File: config.mk
export PLATFORM = sky130hd
export DESIGN_NAME = mcx_regs
export DESIGN_NICKNAME = d
export VERILOG_FILES = /design/src/rtl/mcx_pkg.sv /design/src/rtl/mcx_regs.sv /design/src/rtl/mcx_clkgen.sv
export VERILOG_INCLUDE_DIRS = /design/src /design/src/rtl
export SDC_FILE = /design/constraint.sdc
export NUM_CORES = 1
export LEC_CHECK = 0
export BUFFER_PORTS_ARGS = -buffer_cell sky130_fd_sc_hd__buf_2
export CAP_MARGIN = 40
export CORE_ASPECT_RATIO = 1.2
export CORE_UTILIZATION = 52
export DETAILED_ROUTE_END_ITERATION = 10
export PLACE_DENSITY = 0.78
export SYNTH_ARGS = -nofsm -noshare
export SYNTH_HDL_FRONTEND = slang
export SYNTH_HIERARCHICAL = 1
export SYNTH_SLANG_ARGS = --single-unit
export TNS_END_PERCENT = 50
File: constraint.sdc
create_clock -name clk_i -period 5.5 [get_ports clk_i]
set_clock_uncertainty 0.05 [all_clocks]
set_input_delay 0.275 -clock clk_i [delete_from_list [all_inputs] [get_ports clk_i]]
set_output_delay 0.275 -clock clk_i [all_outputs]
set_load 0.05 [all_outputs]
File: src/rtl/mcx_cfg.svh
// Purpose: named constants for the modem controller auxiliary registers
// Assumes: word-indexed registers on a 32-bit classic wishbone bus
// Notes:   byte address is four times the register index
`ifndef MCX_CFG_SVH
`define MCX_CFG_SVH
`define MCX_IDX_DATA      4'h0
`define MCX_IDX_STATUS    4'h1
`define MCX_IDX_EXTIO     4'h2
`define MCX_IDX_MISC      4'h3
`define MCX_IDX_CLKDIV    4'h5
`define MCX_IDX_IRQ_EN    4'h6
`define MCX_IDX_IRQ_CLR   4'h7
`define MCX_IDX_CTRL      4'h8
`define MCX_BIT_TX_STARVE 0
`define MCX_BIT_RX_OVF    1
`define MCX_BIT_INT_IRQ   2
`define MCX_BIT_EXT_IRQ   3
`define MCX_BIT_RING      8
`define MCX_EXTOUT_RST    8'h00
`define MCX_TOC_RST       4'h0
`define MCX_DEPTH_RST     8'h20
`define MCX_CLKDIV_RST    8'h80
`define MCX_TOUT_UNIT     12'h100
`define MCX_ERR_MAX       12'hFFF
`define MCX_EVT_W         4
`endif

File: src/rtl/mcx_pkg.sv
// Purpose: shared types for the modem controller auxiliary registers
// Assumes: mcx_cfg.svh holds all numeric constants
// Notes:   types only
`default_nettype none
package mcx_pkg;
  // output latch fields in pin order
  typedef struct packed {
    logic [3:0] gp_out;
    logic       spk_mute;
    logic       handset_relay;
    logic       cid_relay;
    logic       offhook_relay;
  } mcx_relay_t;
  // input pin levels
  typedef struct packed {
    logic [1:0] gp_in;
    logic       line_current_sense;
    logic       ring_detect;
  } mcx_pins_t;
  // output stage select
  typedef enum logic [1:0] {
    MCX_X2_INV = 2'b00,
    MCX_X2     = 2'b01,
    MCX_DIV1   = 2'b10,
    MCX_DIV2   = 2'b11
  } mcx_stage_t;
endpackage : mcx_pkg
`default_nettype wire

File: src/rtl/mcx_regs.sv
// Purpose: auxiliary register bank of a host modem controller
// Assumes: classic wishbone slave, 32-bit words, byte addr = 4 * index
// Notes:   fifo core lives outside; it reports events and takes data
// Operation
// overrun bit1, underrun bit0, cleared on read
// ext bit3 and int bit2 clear on read
// output latch low byte drives pins, resets zero
// latch 7:4 gp, 3 mute, 2..0 relays
// input register shows four pin levels
// 3:2 gp, 1 line sense, 0 ring
// timeout after (N+1)*256*depth erroring sample periods
// timeout count write-only bits 11:8, reset zero
// depth field bits 7:0, default 32
// rx buffer full with enable raises interrupt
// 12-bit error counter counts each error; underrun and overrun in one cycle count once
// codec clock divided from crystal input
// bits 7:6 select output stage
// bits 5:3 ratio a, 2:0 ratio b
// index 0 writes tx fifo, reads rx
// reserved bits read zero, writes ignored
// error counter saturates at maximum
//
// The Wishbone slave port was left to the implementer.
`default_nettype none
`include "mcx_cfg.svh"
module mcx_regs
  import mcx_pkg::*;
(
  // clock and reset
  input  wire logic        clk_i,
  input  wire logic        rst_i,
  // wishbone slave
  input  wire logic        cyc_i,
  input  wire logic        stb_i,
  input  wire logic        we_i,
  input  wire logic [5:2]  adr_i,
  input  wire logic [3:0]  sel_i,
  input  wire logic [31:0] dat_i,
  output logic      [31:0] dat_o,
  output logic             ack_o,
  // fifo core side
  input  wire logic        tx_starve_i,
  input  wire logic        rx_overflow_i,
  input  wire logic        rx_full_i,
  input  wire logic        ext_irq_i,
  input  wire logic        ring_i,
  input  wire logic        sample_en_i,
  input  wire logic [15:0] rx_fifo_port_i,
  output logic      [15:0] tx_fifo_port_o,
  output logic             tx_push_o,
  output logic             rx_pop_o,
  output logic      [7:0]  buffer_depth_o,
  output logic             timeout_o,
  // pins
  input  wire logic [3:0]  pins_i,
  output logic      [7:0]  relay_o,
  input  wire logic        xtal_en_i,
  output logic             codec_clock_out_o,
  output logic             irq_o
);
  localparam int EW = `MCX_EVT_W;
  mcx_relay_t  relay_output_latch_q;
  mcx_pins_t   pin_s1_q;
  mcx_pins_t   pin_input_monitor_q;
  logic [3:0]  timeout_count_q;
  logic [7:0]  buffer_depth_q;
  logic [7:0]  codec_clock_divider_q;
  logic [11:0] buffer_error_counter_q;
  logic [EW-1:0] sts_q;
  logic [EW-1:0] irq_en_q;
  logic [EW-1:0] evt;
  logic        irq_enable_q;
  logic        ring_q;
  logic        ack_q;
  logic [31:0] rdat_q;
  logic [23:0] tout_cnt_q;
  logic [3:0]  tout_rep_q;
  logic        tout_q;
  logic        push_q;
  logic        pop_q;
  logic [15:0] txd_q;
  logic        clk_gen;
  logic        codec_q;
  logic        req;
  logic        wr;
  logic        rd;
  logic        any_err;
  logic [23:0] tout_lim;

  assign req = cyc_i && stb_i && !ack_q;
  assign wr  = req && we_i;
  assign rd  = req && !we_i;
  assign any_err = tx_starve_i || rx_overflow_i;

  // event vector; internal event is the enabled rx full request or the timeout pulse
  assign evt[`MCX_BIT_TX_STARVE] = tx_starve_i;
  assign evt[`MCX_BIT_RX_OVF]    = rx_overflow_i;
  assign evt[`MCX_BIT_INT_IRQ]   = (rx_full_i && irq_enable_q) || tout_q;
  assign evt[`MCX_BIT_EXT_IRQ]   = ext_irq_i;

  // one-cycle ack, registered one clock after the request
  always_ff @(posedge clk_i)
  begin
    if (rst_i)
      ack_q <= 1'b0;
    else
      ack_q <= req;
  end

  // sticky status per bit: set wins over read clear and clear register
  genvar g;
  generate
    for (g = 0; g < EW; g++)
    begin : g_sts
      always_ff @(posedge clk_i)
      begin
        if (rst_i)
          sts_q[g] <= 1'b0;
        else if (evt[g])
          sts_q[g] <= 1'b1;
        else if (rd && adr_i == `MCX_IDX_STATUS)
          sts_q[g] <= 1'b0;
        else if (wr && adr_i == `MCX_IDX_IRQ_CLR && sel_i[0] && dat_i[g])
          sts_q[g] <= 1'b0;
      end
    end
  endgenerate

  // ring status mirrors the synchronised ring pin, not sticky
  always_ff @(posedge clk_i)
  begin
    if (rst_i)
      ring_q <= 1'b0;
    else
      ring_q <= ring_i;
  end

  // writable configuration
  always_ff @(posedge clk_i)
  begin
    if (rst_i)
    begin
      relay_output_latch_q  <= `MCX_EXTOUT_RST;
      timeout_count_q       <= `MCX_TOC_RST;
      buffer_depth_q        <= `MCX_DEPTH_RST;
      codec_clock_divider_q <= `MCX_CLKDIV_RST;
      irq_en_q              <= '0;
      irq_enable_q          <= 1'b0;
    end
    else if (wr)
    begin
      case (adr_i)
        `MCX_IDX_EXTIO: if (sel_i[0]) relay_output_latch_q <= dat_i[7:0];
        `MCX_IDX_MISC:
        begin
          if (sel_i[0]) buffer_depth_q <= dat_i[7:0];
          if (sel_i[1]) timeout_count_q <= dat_i[11:8];
        end
        `MCX_IDX_CLKDIV: if (sel_i[0]) codec_clock_divider_q <= dat_i[7:0];
        `MCX_IDX_IRQ_EN: if (sel_i[0]) irq_en_q <= dat_i[EW-1:0];
        `MCX_IDX_CTRL:   if (sel_i[0]) irq_enable_q <= dat_i[0];
        default: ;
      endcase
    end
  end

  // input pins: two flops before use
  always_ff @(posedge clk_i)
  begin
    if (rst_i)
    begin
      pin_s1_q            <= '0;
      pin_input_monitor_q <= '0;
    end
    else
    begin
      pin_s1_q            <= pins_i;
      pin_input_monitor_q <= pin_s1_q;
    end
  end

  // error counter saturates instead of wrapping
  always_ff @(posedge clk_i)
  begin
    if (rst_i)
      buffer_error_counter_q <= '0;
    else if (any_err && buffer_error_counter_q != `MCX_ERR_MAX)
      buffer_error_counter_q <= buffer_error_counter_q + 12'h1;
  end

  // timeout: depth*256 sample periods with errors, repeated N+1 times
  // a cleared flag restarts the count; a short error burst still times out while its sticky flag stays set
  assign tout_lim = {16'h0, buffer_depth_q} * {12'h0, `MCX_TOUT_UNIT};
  always_ff @(posedge clk_i)
  begin
    if (rst_i)
    begin
      tout_cnt_q <= '0;
      tout_rep_q <= '0;
      tout_q     <= 1'b0;
    end
    else
    begin
      tout_q <= 1'b0;
      if (!(sts_q[`MCX_BIT_TX_STARVE] || sts_q[`MCX_BIT_RX_OVF] || any_err))
      begin
        tout_cnt_q <= '0;
        tout_rep_q <= '0;
      end
      else if (sample_en_i)
      begin
        if (tout_cnt_q + 24'h1 >= tout_lim && buffer_depth_q != 8'h0)
        begin
          tout_cnt_q <= '0;
          if (tout_rep_q == timeout_count_q)
          begin
            tout_q     <= 1'b1;
            tout_rep_q <= '0;
          end
          else
            tout_rep_q <= tout_rep_q + 4'h1;
        end
        else
          tout_cnt_q <= tout_cnt_q + 24'h1;
      end
    end
  end

  // data port strobes toward the fifo core
  always_ff @(posedge clk_i)
  begin
    if (rst_i)
    begin
      push_q <= 1'b0;
      pop_q  <= 1'b0;
      txd_q  <= '0;
    end
    else
    begin
      push_q <= wr && adr_i == `MCX_IDX_DATA;
      pop_q  <= rd && adr_i == `MCX_IDX_DATA;
      if (wr && adr_i == `MCX_IDX_DATA)
        txd_q <= dat_i[15:0];
    end
  end

  // read mux, reserved bits zero; write-only registers read zero
  always_ff @(posedge clk_i)
  begin
    if (rst_i)
      rdat_q <= '0;
    else if (rd)
    begin
      case (adr_i)
        `MCX_IDX_DATA:   rdat_q <= {16'h0, rx_fifo_port_i};
        `MCX_IDX_STATUS: rdat_q <= {23'h0, ring_q, 4'h0, sts_q};
        `MCX_IDX_EXTIO:  rdat_q <= {28'h0, pin_input_monitor_q};
        `MCX_IDX_MISC:   rdat_q <= {20'h0, buffer_error_counter_q};
        `MCX_IDX_IRQ_EN: rdat_q <= {28'h0, irq_en_q};
        `MCX_IDX_CTRL:   rdat_q <= {31'h0, irq_enable_q};
        default:         rdat_q <= '0;
      endcase
    end
  end

  // interrupt level from enabled sticky bits
  always_ff @(posedge clk_i)
  begin
    if (rst_i)
      irq_o <= 1'b0;
    else
      irq_o <= |(sts_q & irq_en_q);
  end

  mcx_clkgen u_clkgen (
    .clk_i     (clk_i),
    .rst_i     (rst_i),
    .xtal_en_i (xtal_en_i),
    .div_i     (codec_clock_divider_q),
    .clk_o     (clk_gen)
  );

  // retime generated clock so the output is a flop
  always_ff @(posedge clk_i)
  begin
    if (rst_i)
      codec_q <= 1'b0;
    else
      codec_q <= clk_gen;
  end

  // every output below is a plain rename of a flop
  assign codec_clock_out_o = codec_q;
  assign relay_o        = relay_output_latch_q;
  assign ack_o          = ack_q;
  assign dat_o          = rdat_q;
  assign tx_fifo_port_o = txd_q;
  assign tx_push_o      = push_q;
  assign rx_pop_o       = pop_q;
  assign buffer_depth_o = buffer_depth_q;
  assign timeout_o      = tout_q;

  // checks
  ack_one_a: assert property (@(posedge clk_i) disable iff (rst_i)
    ack_q |=> !ack_q) else $error("ack held too long");
  ovf_set_a: assert property (@(posedge clk_i) disable iff (rst_i)
    rx_overflow_i |=> sts_q[`MCX_BIT_RX_OVF]) else $error("overflow flag lost");
  clr_read_a: assert property (@(posedge clk_i) disable iff (rst_i)
    rd && adr_i == `MCX_IDX_STATUS && evt == '0 |=> sts_q == '0)
    else $error("status not cleared");
  err_sat_a: assert property (@(posedge clk_i) disable iff (rst_i)
    buffer_error_counter_q == `MCX_ERR_MAX |=> buffer_error_counter_q == `MCX_ERR_MAX)
    else $error("counter wrapped");
  err_inc_a: assert property (@(posedge clk_i) disable iff (rst_i)
    any_err && buffer_error_counter_q != `MCX_ERR_MAX |=>
    buffer_error_counter_q == $past(buffer_error_counter_q) + 12'h1)
    else $error("counter missed error");
  pin_sync_a: assert property (@(posedge clk_i) disable iff (rst_i)
    ##2 pin_input_monitor_q == $past(pins_i, 2)) else $error("pin sync wrong");
  rel_wr_a: assert property (@(posedge clk_i) disable iff (rst_i)
    wr && adr_i == `MCX_IDX_EXTIO && sel_i[0] |=> relay_o == $past(dat_i[7:0]))
    else $error("latch not written");
  irq_lvl_a: assert property (@(posedge clk_i) disable iff (rst_i)
    |(sts_q & irq_en_q) |=> irq_o) else $error("irq missing");
  push_a: assert property (@(posedge clk_i) disable iff (rst_i)
    wr && adr_i == `MCX_IDX_DATA |=> tx_push_o ##1 !tx_push_o)
    else $error("push not single");
  pop_one_a: assert property (@(posedge clk_i) disable iff (rst_i)
    rd && adr_i == `MCX_IDX_DATA |=> rx_pop_o ##1 !rx_pop_o)
    else $error("pop not single");
  set_wins_a: assert property (@(posedge clk_i) disable iff (rst_i)
    evt[`MCX_BIT_EXT_IRQ] |=> sts_q[`MCX_BIT_EXT_IRQ])
    else $error("external flag lost to a clear");
  sts_rd_a: assert property (@(posedge clk_i) disable iff (rst_i)
    rd && adr_i == `MCX_IDX_STATUS |=> dat_o[EW-1:0] == $past(sts_q))
    else $error("status read not pre-clear value");
  tout_pulse_a: assert property (@(posedge clk_i) disable iff (rst_i)
    timeout_o |=> !timeout_o)
    else $error("timeout longer than one cycle");
  irq_off_a: assert property (@(posedge clk_i) disable iff (rst_i)
    !(|(sts_q & irq_en_q)) |=> !irq_o)
    else $error("irq without enabled flag");
  // covers for the main scenarios
  tout_cov: cover property (@(posedge clk_i) timeout_o);
  irq_cov: cover property (@(posedge clk_i) irq_o);
  sat_cov: cover property (@(posedge clk_i) buffer_error_counter_q == `MCX_ERR_MAX);
  rdclr_cov: cover property (@(posedge clk_i) rd && adr_i == `MCX_IDX_STATUS && sts_q != '0);
  pop_cov: cover property (@(posedge clk_i) rx_pop_o);
endmodule : mcx_regs
`default_nettype wire

File: src/rtl/mcx_clkgen.sv
// Purpose: codec clock generator from the crystal clock enable
// Assumes: xtal_en_i is one-cycle pulse per crystal edge (half period)
// Notes:   ratio b in half-steps; x2 of an undivided clock cannot pass the half-edge rate
`default_nettype none
`include "mcx_cfg.svh"
module mcx_clkgen
  import mcx_pkg::*;
(
  // clock and reset
  input  wire logic       clk_i,
  input  wire logic       rst_i,
  // control
  input  wire logic       xtal_en_i,
  input  wire logic [7:0] div_i,
  // output
  output logic            clk_o
);
  logic [6:0] cnt_q;
  logic [6:0] half_lim;
  logic [6:0] mid;
  logic       x2_tick;
  logic       pre_q;
  logic       stage_q;
  logic [3:0] ra;
  logic [3:0] rb2;
  logic [7:0] tot;
  // ratio a and twice ratio b; the reserved a code falls back to 1
  always_comb
  begin
    ra = (div_i[5:3] == 3'b110) ? 4'h1 :
         (div_i[5:3] == 3'b111) ? 4'h8 : {1'b0, div_i[5:3]} + 4'h1;
    rb2 = (div_i[2:0] == 3'b000) ? 4'h2 : {1'b0, div_i[2:0]} + 4'h4;
    tot = ra * rb2;
    // each phase lasts half of tot; an odd total lengthens the high phase by one
    half_lim = tot[7:1] + {6'h0, tot[0] & pre_q} - 7'h1;
    mid = (half_lim + 7'h1) >> 1;
    x2_tick = xtal_en_i && (cnt_q == 7'h0 || cnt_q == mid);
  end
  // divider in xtal half periods: a*b*2 half edges per pre-clock period
  always_ff @(posedge clk_i)
  begin
    if (rst_i)
    begin
      cnt_q <= 7'h0;
      pre_q <= 1'b0;
    end
    else if (xtal_en_i)
    begin
      if (cnt_q >= half_lim)
      begin
        cnt_q <= 7'h0;
        pre_q <= ~pre_q;
      end
      else
        cnt_q <= cnt_q + 7'h1;
    end
  end
  // output stage; x2 approximated by toggling twice as often
  always_ff @(posedge clk_i)
  begin
    if (rst_i)
      stage_q <= 1'b0;
    else
    begin
      case (mcx_stage_t'(div_i[7:6]))
        MCX_X2_INV: if (x2_tick) stage_q <= ~stage_q;
        MCX_X2:     if (x2_tick) stage_q <= ~stage_q;
        MCX_DIV1:   stage_q <= pre_q;
        MCX_DIV2:   if (xtal_en_i && cnt_q == 7'h0 && pre_q) stage_q <= ~stage_q;
        default:    stage_q <= pre_q;
      endcase
    end
  end
  // inverted x2 shares the toggle and flips only the output
  assign clk_o = (mcx_stage_t'(div_i[7:6]) == MCX_X2_INV) ? ~stage_q : stage_q;
endmodule : mcx_clkgen
`default_nettype wire

# == Yosys cells after proc, flatten, opt, wreduce, memory -nomap -nowiden ==
# Cells that the tools add are included.
# totals
register_bits,149
in_bits,72
out_inout_bits,70
wordCells,143
# classes
n_addsub,9
n_mul,1
n_lt_le_gt_ge,2
n_eq_ne,17
muxes,24
bitwise,7
n_reduce_logical,48
# op_table
operator,count
one-hot mux 16 bit (6 select lines),1
"adder 24 x 1 -> 24 bit, second input constant",1
>= comparator 24 x 16 -> 1 bit,1
two-way mux 24 bit,1
logical AND 1 bit,19
AND reduction 3 bit,6
two-way mux 1 bit,16
two-way mux 4 bit,4
"adder 7 x 1 -> 7 bit, second input constant",2
"adder 12 x 1 -> 12 bit, second input constant",1
"equality test 4 x 3 -> 1 bit, second input constant",3
"inequality test 12 bit, second input constant",1
nonzero test 3 bit,4
"equality test 4 x 2 -> 1 bit, second input constant",2
multiplier 4 x 4 -> 8 bit,1
nonzero test 8 bit,1
OR reduction 4 bit,2
adder 7 x 1 -> 7 bit,1
equality test 7 x 6 -> 1 bit,1
>= comparator 7 bit,1
zero test 7 bit,1
two-way mux 7 bit,1
"subtractor 7 x 1 -> 7 bit, second input constant",1
"equality test 3 bit, second input constant",2
20 further kinds,34

# == Longest topological paths before layout ==
# Gate-level depths: netlist of the first run.
# logic_depth
word_depth,13
ltp_mapped,22
ltp_nobuf,21

# == Cells and area by module ==
# Netlist of the first run, hierarchy kept.
# by_module_without_submodules
module,n_inst,cells_per_inst,area_per_inst_um2,seq_area_each_um2
mcx_regs,1,675,5831.8,2482.4
mcx_clkgen,1,182,1448.9,180.2

# == Worst setup path before layout of the first run ==
# No wires, ideal clock.
# synth_timing
kind,register to register
start,reg codec_clock_divider_q[3]
end,reg u_clkgen.cnt_q[0]
setup_ps,64
t_arrival_ps,4737
required_time_ps,5386
slack_ps,649
stages_incl_launch_ff,22
n_path_buf,1
period_less_slack_ps,4851
cell_sequence,dfxtp_1 ha_1 ha_1 nand2_1 or2_2 fa_1 inv_1 fa_1 inv_1 fa_1 nand2b_1 a21oi_1 xor2_1 nor3_1 xnor2_1 xnor2_1 ha_1 o21ai_0 nor2_1 or2_1 clkbuf_1 nor2_1
# synth_between
elab_chain_len,9
word_cells_on_any_way,11
cone_classes,add/sub (3); mul (1); order compare (1); eq/ne (2); mux (3); bitwise (1)
# synth_lines
element,line,rtl
start: declaration,mcx_regs.sv:67,logic [7:0] codec_clock_divider_q;
start signal: assignment,mcx_regs.sv:146,codec_clock_divider_q <= `MCX_CLKDIV_RST;
start signal: assignment,mcx_regs.sv:159,`MCX_IDX_CLKDIV: if (sel_i[0]) codec_clock_divider_q <= dat_i[7:0];
adder 3 x 1 -> 4 bit or equality test 3 bit (tied branches),mcx_clkgen.sv:31,"(div_i[5:3] == 3'b111) ? 4'h8 : {1'b0, div_i[5:3]} + 4'h1;"
two-way mux 4 bit,mcx_clkgen.sv:31,
two-way mux 4 bit *,mcx_clkgen.sv:30,ra = (div_i[5:3] == 3'b110) ? 4'h1 :
multiplier 4 x 4 -> 8 bit *,mcx_clkgen.sv:33,tot = ra * rb2;
AND 1 bit,mcx_clkgen.sv:35,"half_lim = tot[7:1] + {6'h0, tot[0] & pre_q} - 7'h1;"
adder 7 x 1 -> 7 bit *,mcx_clkgen.sv:35,
subtractor 7 x 1 -> 7 bit *,mcx_clkgen.sv:35,
>= comparator 7 bit *,mcx_clkgen.sv:49,if (cnt_q >= half_lim)
two-way mux 7 bit *,mcx_clkgen.sv:49,
end signal: assignment,mcx_clkgen.sv:55,cnt_q <= cnt_q + 7'h1;
end: declaration,mcx_clkgen.sv:18,logic [6:0] cnt_q;
# Mark *: on every way between the ends. The rest lies on a longest branch, timed or not.
# A chain may end at the register's enable or synchronous reset.

# == Worst setup path after layout of the first run ==
# layout_timing
start,reg codec_clock_divider_q[3]
end,reg u_clkgen.cnt_q[5]
# The elaborated chain is that of the path after synthesis.

==> results_dict.tcl, run 1 <==
set metrics [dict create \
    status "completed" \
    netlist_top_cells_count "133 x dfxtp_1, 102 x nor2_1, 99 x nand2_1, 56 x a21oi_1, 43 x nand3_1" \
    worst-path-buf-inv 2 \
    slowest_stage "fa_1" \
    grt_overflow 0 \
    met3_usage 0.0546 \
    worstSetupPathType "flip-flop to flip-flop" \
    max_stage_delay_ns 0.56 \
    numPortBuffers 107 \
    synthTopCellsByArea "dfxtp_1 37%, ha_1 6.5%, nor2_1 5.3%" \
    dpl.cell_count 1106 \
    cts_buffers 17 \
    cp.arrival_ns 5.35 \
    n_fill_cell 1224 \
    dr_total_vias 6212 \
    io_pins 142 \
    clkSinkCount 133 \
    ant_nets 0 \
    place.gp.congestion 0.890 \
    final_cells 1138 \
    routed_wirelength_um 16900 \
    synth_top_area_frac 0.366 \
    clk_latency_ns 0.41 \
    dp_hpwl_um 12300 \
    tightest_slew_ns 0.891 \
    antenna_cells 0 \
    grt_pass1_vias 5824 \
    fin_setup_tns_ns 0 \
    min_period_ns 5.05 \
    timing.final.crit_share 0.919 \
    start_util 0.531 \
    slew_headroom 0.403 \
    crit_required_ns 5.80 \
    busiest_layer "met2" \
    grtUsageTotal 0.245 \
    drive_gt1_frac 0.201 \
    die_h_um 132 \
    slew_violations 0 \
    ys_seq_area_frac 0.366 \
    p_sw_uw 520 \
    htreeDepth 4 \
    antenna_found_initial 0 \
    vias_per_cell 5.46 \
    rr_worst_depth 19 \
    synth_top_area_cell "dfxtp_1" \
    avgSynthCellArea_sq_um 8.50 \
    area_delta_synth_final_pct 16.1 \
    synthesis.area_sq_um 7280 \
    dr.pass1.iters 5 \
    drc 0 \
    cts_buffer_depth 2 \
    synth_seq_cells 133 \
    nNetsFinal 1068 \
    pwr-share-comb 0.066 \
    coreArea_sq_um 13700 \
    drt_iter0_drc 367 \
    powerDensity_nw_per_um2 264 \
    synthArstFlopShare 0 \
    share_seq_of_total_power 0.444 \
    ir_drop_uv 214 \
    hold_class "input port to flip-flop" \
    netSwitchingFraction 0.233 \
    timing.final.hold_violations 0 \
    grtUsageMet2 0.399 \
    fin_area_sq_um 8450 \
    fmax_mhz 198 \
    fin_total_pwr_uw 2230 \
    synth_cells 857 \
    p_clk_frac 0.490 \
    grt_pass1_wl_um 27600 \
    path_clk_slew_ns 0.05 \
    crit_chain "ha_1 > ha_1 > nand2_1 > or2_2 > fa_1 > inv_1 > fa_1 > inv_1 > fa_1 > xor2_2 > nand3_1 > nor3_1 > xnor2_1 > xnor2_1 > ha_1 > o21ai_0 > nor2_1 > or2_1 > nor2_1" \
    crit_family "adder cells" \
    start_kind "flip-flop" \
    crit_cells 19 \
    synth_edf_count 0 \
    grt_util_met1 0.311 \
    synth.most_common_cell "dfxtp_1" \
    rsz0062_at_grt "no" \
    endpoint_kind "flip-flop" \
    synth_cell_type_count 73 \
    setup_violations 0 \
    crit_path_max_fanout 6 \
    cts_setup_buffers 0 \
    synth_warnings 6 \
    synth_ff_type "dfxtp_1" \
    grt_max_degree 67 \
    fp-row-count 47 \
    fp.dieW_um 110 \
    tritoncts "done" \
    p_int_uw 1710 \
    postLayoutCoreUtil 0.617 \
    placed_area_sq_um 7870 \
    whs_path_depth 2 \
    cts_root_buffer "clkbuf_16" \
    wl_per_cell_um 14.9 \
    die-area_sq_um 14500 \
    leakagePower_uw 0.00362 \
    cap_violations 0 \
]
kinds of logic after synthesis:
family / count (synthesis) / share of synthesized area
flip-flops: 133 / 0.366
AND/OR/NAND/NOR: 378 / 0.262
buffers and inverters: 82 / 0.0548
AO/OA/AOI/OAI: 118 / 0.105
other: 1 / 0.000515
XOR/XNOR: 74 / 0.0901
adder cells (fa/ha/maj): 42 / 0.0763
multiplexers: 29 / 0.0461
per-layer routing:
layer,part of all wire,routed length (um)
met3,0.057,971
met2,0.49,8370
met5,0,0
met1,0.43,7220
met4,0.021,359
worst paths after layout:
check	startpoint	endpoint	slack (ns)
setup / recovery	codec_clock_divider_q[3]	u_clkgen/cnt_q[5]	0.45
hold reg to reg	pin_s1_q[3]	pin_input_monitor_q[3]	0.38
hold / removal	ring_i	ring_q	0.02
setup reg to reg	codec_clock_divider_q[3]	u_clkgen/cnt_q[5]	0.45
repair_timing:
| item | CTS | global route |
|---|---|---|
| hold buffers | 0 | 0 |
| gates resized for setup | 0 | 3 |
| setup endpoints to repair | 0 | 6 |
worst reg2reg max path, stage by stage, from the launching register on:
cell and delay, ns:
dfxtp_1 0.34, ha_1 0.21, ha_1 0.30, nand2_1 0.07, or2_2 0.30, fa_1 0.49, inv_1 0.06, fa_1 0.56
inv_1 0.07, fa_1 0.47, xor2_2 0.25, nand3_1 0.18, nor3_1 0.27, xnor2_1 0.12, xnor2_1 0.25, ha_1 0.30
o21ai_0 0.16, nor2_1 0.08, or2_1 0.31, nor2_1 0.14
state kept, by name (all words and copies together), names as in the netlist, 7 cells and up:
name and flops:
codec_clock_divider_q 8, relay_o 8, tx_fifo_port_o 16, u_clkgen/cnt_q 7
dat_o 16, tout_cnt_q 24, buffer_error_counter_q 12, buffer_depth_o 8
cells in the final DEF (no fill, tap or decap), types with 16 or more instances in the layout:
cell type / n
nor2_1: 102
conb_1: 16
buf_2: 107
xor2_1: 34
ha_1: 38
nand2_1: 99
dfxtp_1: 133
nor2_2: 21
inv_1: 31
xnor2_1: 38
nor2b_1: 17
mux2i_1: 23
clkbuf_16: 17
nand3_1: 43
a21oi_1: 56
power groups by stage:
| stage | sequential, uW | combinational, uW | clock, uW |
|---|---|---|---|
| 4_1_cts | 989 | 147 | 1110 |
| 5_1_grt | 991 | 159 | 1150 |
| 2_1_floorplan | 1010 | 104 | 0 |
| 3_5_place_dp | 1010 | 146 | 0 |
| 6_report | 989 | 147 | 1090 |
| 3_3_place_gp | 1010 | 144 | 0 |
area by class of cell:
| class | instances | area [sq um] | area share |
|---|---|---|---|
| Clock buffer | 22 | 464 | 0.0549 |
| Clock inverter | 10 | 105 | 0.0124 |
| Inverter | 31 | 116 | 0.0138 |
| Multi-Input combinational cell | 657 | 4290 | 0.508 |
| Sequential cell | 133 | 2660 | 0.315 |
| Tap cell | 171 | 214 | 0.0253 |
| Timing Repair Buffer | 114 | 594 | 0.0703 |
per-stage QoR:
stage	setup WS [ns]	hold slack [ns]
2_1_floorplan	0.649	0.294
3_3_place_gp	0.412	0.376
3_5_place_dp	0.352	0.379
4_1_cts	0.302	0.00556
5_1_grt	0.106	0.0240
6_report	0.447	0.0169
(Power assumes the default switching activity.)
==> run 2: changes to the inputs <==
CORE_UTILIZATION = 40   (was 52)
PLACE_DENSITY = 0.63   (was 0.78)
==> run 2 against run 1 <==
Net effect: the flow now finishes with violations (DRC); cell count grew 4.4%; sequential share of layout area decreased by 0.55 points; register-to-register slack got worse by 0.02 ns; critical path type unchanged; worst setup slack worse by 0.017 ns; cell area rose by 1.8%; largest cell class unchanged; wire length grew 3.7%; via count fell by 2.1%; core utilization fell by 13 points; flip-flop and latch count stayed put; sequential power barely moved.
==> results_dict.tcl, run 2 (synthesis results as in run 1) <==
set metrics [dict create \
    ant_nets 0 \
    setup_violations 0 \
    largest_reg_flops 24 \
    crit_path_max_fanout 6 \
    fp.dieW_um 125 \
    timing.final.crit_share 0.922 \
    r2r_slack_ns 0.43 \
    antenna_found_initial 0 \
    drive_gt1_frac 0.200 \
    cts_root_buffer "clkbuf_16" \
    worstSetupPathType "flip-flop to flip-flop" \
    drc 16 \
    htreeDepth 4 \
    clk_latency_ns 0.42 \
    nNetsFinal 1070 \
    rr_endpoint "u_clkgen/cnt_q[6]" \
    dp_hpwl_um 12900 \
    multi_input_area_sq_um 4290 \
    top_register "tout_cnt_q" \
    grt_max_degree 64 \
    fin_area_sq_um 8600 \
    regArea_sq_um 2660 \
    min_to "pin_s1_q[3]" \
    min_period_ns 5.07 \
    grt_pass1_vias 5710 \
    final_common_cell "dfxtp_1" \
    crit_required_ns 5.81 \
    fin_setup_tns_ns 0 \
    slowest_stage "fa_1" \
    n_fill_cell 1756 \
    dr_total_vias 6081 \
    numPortBuffers 107 \
    grt_overflow 0 \
    cts_buffer_depth 2 \
    leakagePower_uw 0.00365 \
    die_h_um 150 \
    dr.pass1.iters 10 \
    crit_chain "ha_1 > ha_1 > nand2_1 > or2_2 > fa_1 > inv_1 > fa_1 > inv_1 > fa_1 > nand3b_1 > xnor2_1 > ha_1 > a21o_1 > a21o_1 > a211oi_1 > nor2_1 > or2_1 > nor2_1" \
    r2r-start "codec_clock_divider_q[3]" \
    place.gp.congestion 0.811 \
    routed_wirelength_um 17500 \
    start_kind "flip-flop" \
    coreArea_sq_um 17600 \
    wl_per_cell_um 14.8 \
    placed_area_sq_um 7930 \
    grtUsageTotal 0.196 \
    rsz0062_at_grt "no" \
    min_from "pins_i[3]" \
    max_stage_delay_ns 0.59 \
    drt_iter0_drc 346 \
    hold_class "input port to flip-flop" \
    slew_headroom 0.427 \
    whs_path_depth 2 \
    path_clk_slew_ns 0.06 \
    cts_buffers 17 \
    cp.arrival_ns 5.38 \
    antenna_cells 0 \
    cap_violations 0 \
    holdWs_ns 0.0121 \
    final_cell_mix "133 x dfxtp_1, 106 x buf_2, 102 x nor2_1" \
    tightest_slew_ns 0.856 \
    io_pins 142 \
    tritoncts "done" \
    status "finished, violations left" \
    grt_pass1_wl_um 28800 \
    powerDensity_nw_per_um2 275 \
    clkSinkCount 133 \
    vias_per_cell 5.12 \
    fmax_mhz 197 \
    ir_drop_uv 210 \
    timing.final.hold_violations 0 \
    rr_worst_depth 18 \
    fp-row-count 53 \
    slew_violations 0 \
    area_delta_synth_final_pct 18.1 \
    violations "DRC" \
    endpoint_kind "flip-flop" \
    start_util 0.413 \
    die-area_sq_um 18700 \
]
[run 2: layout make-up]
cell class / instances / area share
Sequential cell: 133 / 0.310
Timing Repair Buffer: 116 / 0.0719
Multi-Input combinational cell: 657 / 0.498
Inverter: 31 / 0.0135
Clock inverter: 8 / 0.0169
Tap cell: 220 / 0.0320
Clock buffer: 23 / 0.0579
[run 2: worst max-delay path: cells and delay by family, from the launching register on]
family	cells	cell delay [ns]
DFF	1	0.35
AOI/OAI and AO/OA	3	0.56
and+or+nand+nor	6	1.02
buffers and inverters	2	0.12
adders and majority gates	6	2.49
xor gates and xnor gates	1	0.41
[run 2: worst max path at each step]
stage / startpoint / to / slack [ns] / cells past startpoint
after floorplan: codec_clock_divider_q[3] / u_clkgen/cnt_q[0] / 0.65 / 21
after global placement: codec_clock_divider_q[3] / u_clkgen/cnt_q[0] / 0.41 / 18
after detailed placement: codec_clock_divider_q[3] / u_clkgen/cnt_q[6] / 0.33 / 18
after CTS: codec_clock_divider_q[3] / u_clkgen/cnt_q[6] / 0.26 / 18
after global routing: codec_clock_divider_q[3] / u_clkgen/cnt_q[6] / 0.06 / 19
final: codec_clock_divider_q[3] / u_clkgen/cnt_q[6] / 0.43 / 18
[run 2: power by group]
part | switching, uW | total (uW) | internal (uW)
Clock | 413 | 1230 | 814
Sequential | 13.0 | 990 | 977
Combinational | 103 | 149 | 46.5
[run 2: per-layer routing]
metal | GRT usage | vias up | wire (um)
met5 | 0 | - | 0
met4 | 0.0659 | 0 | 305
met3 | 0.0483 | 25 | 844
met2 | 0.332 | 111 | 8450
met1 | 0.244 | 2840 | 7950
li1 | - | 3105 | -
[run 2: timing repair]
item / 4_1_cts / 5_1_grt
endpoints found under the setup margin: 0 / 6
hold endpoints to repair: 2 / 0
hold buffers: 2 / 0
resized for setup: 0 / 2
buffers inserted: 0 / 0
[run 2: stage by stage]
step | util | worst slack [ns] | total power [uW] | std cells
3_5_place_dp | 0.450 | 0.326 | 1160 | 1155
5_1_grt | 0.488 | 0.0596 | 2450 | 1188
6_report | 0.488 | 0.429 | 2370 | 1188
4_1_cts | 0.487 | 0.257 | 2390 | 1188
2_1_floorplan | - | 0.649 | 1120 | 872
3_3_place_gp | 0.449 | 0.410 | 1160 | 1153
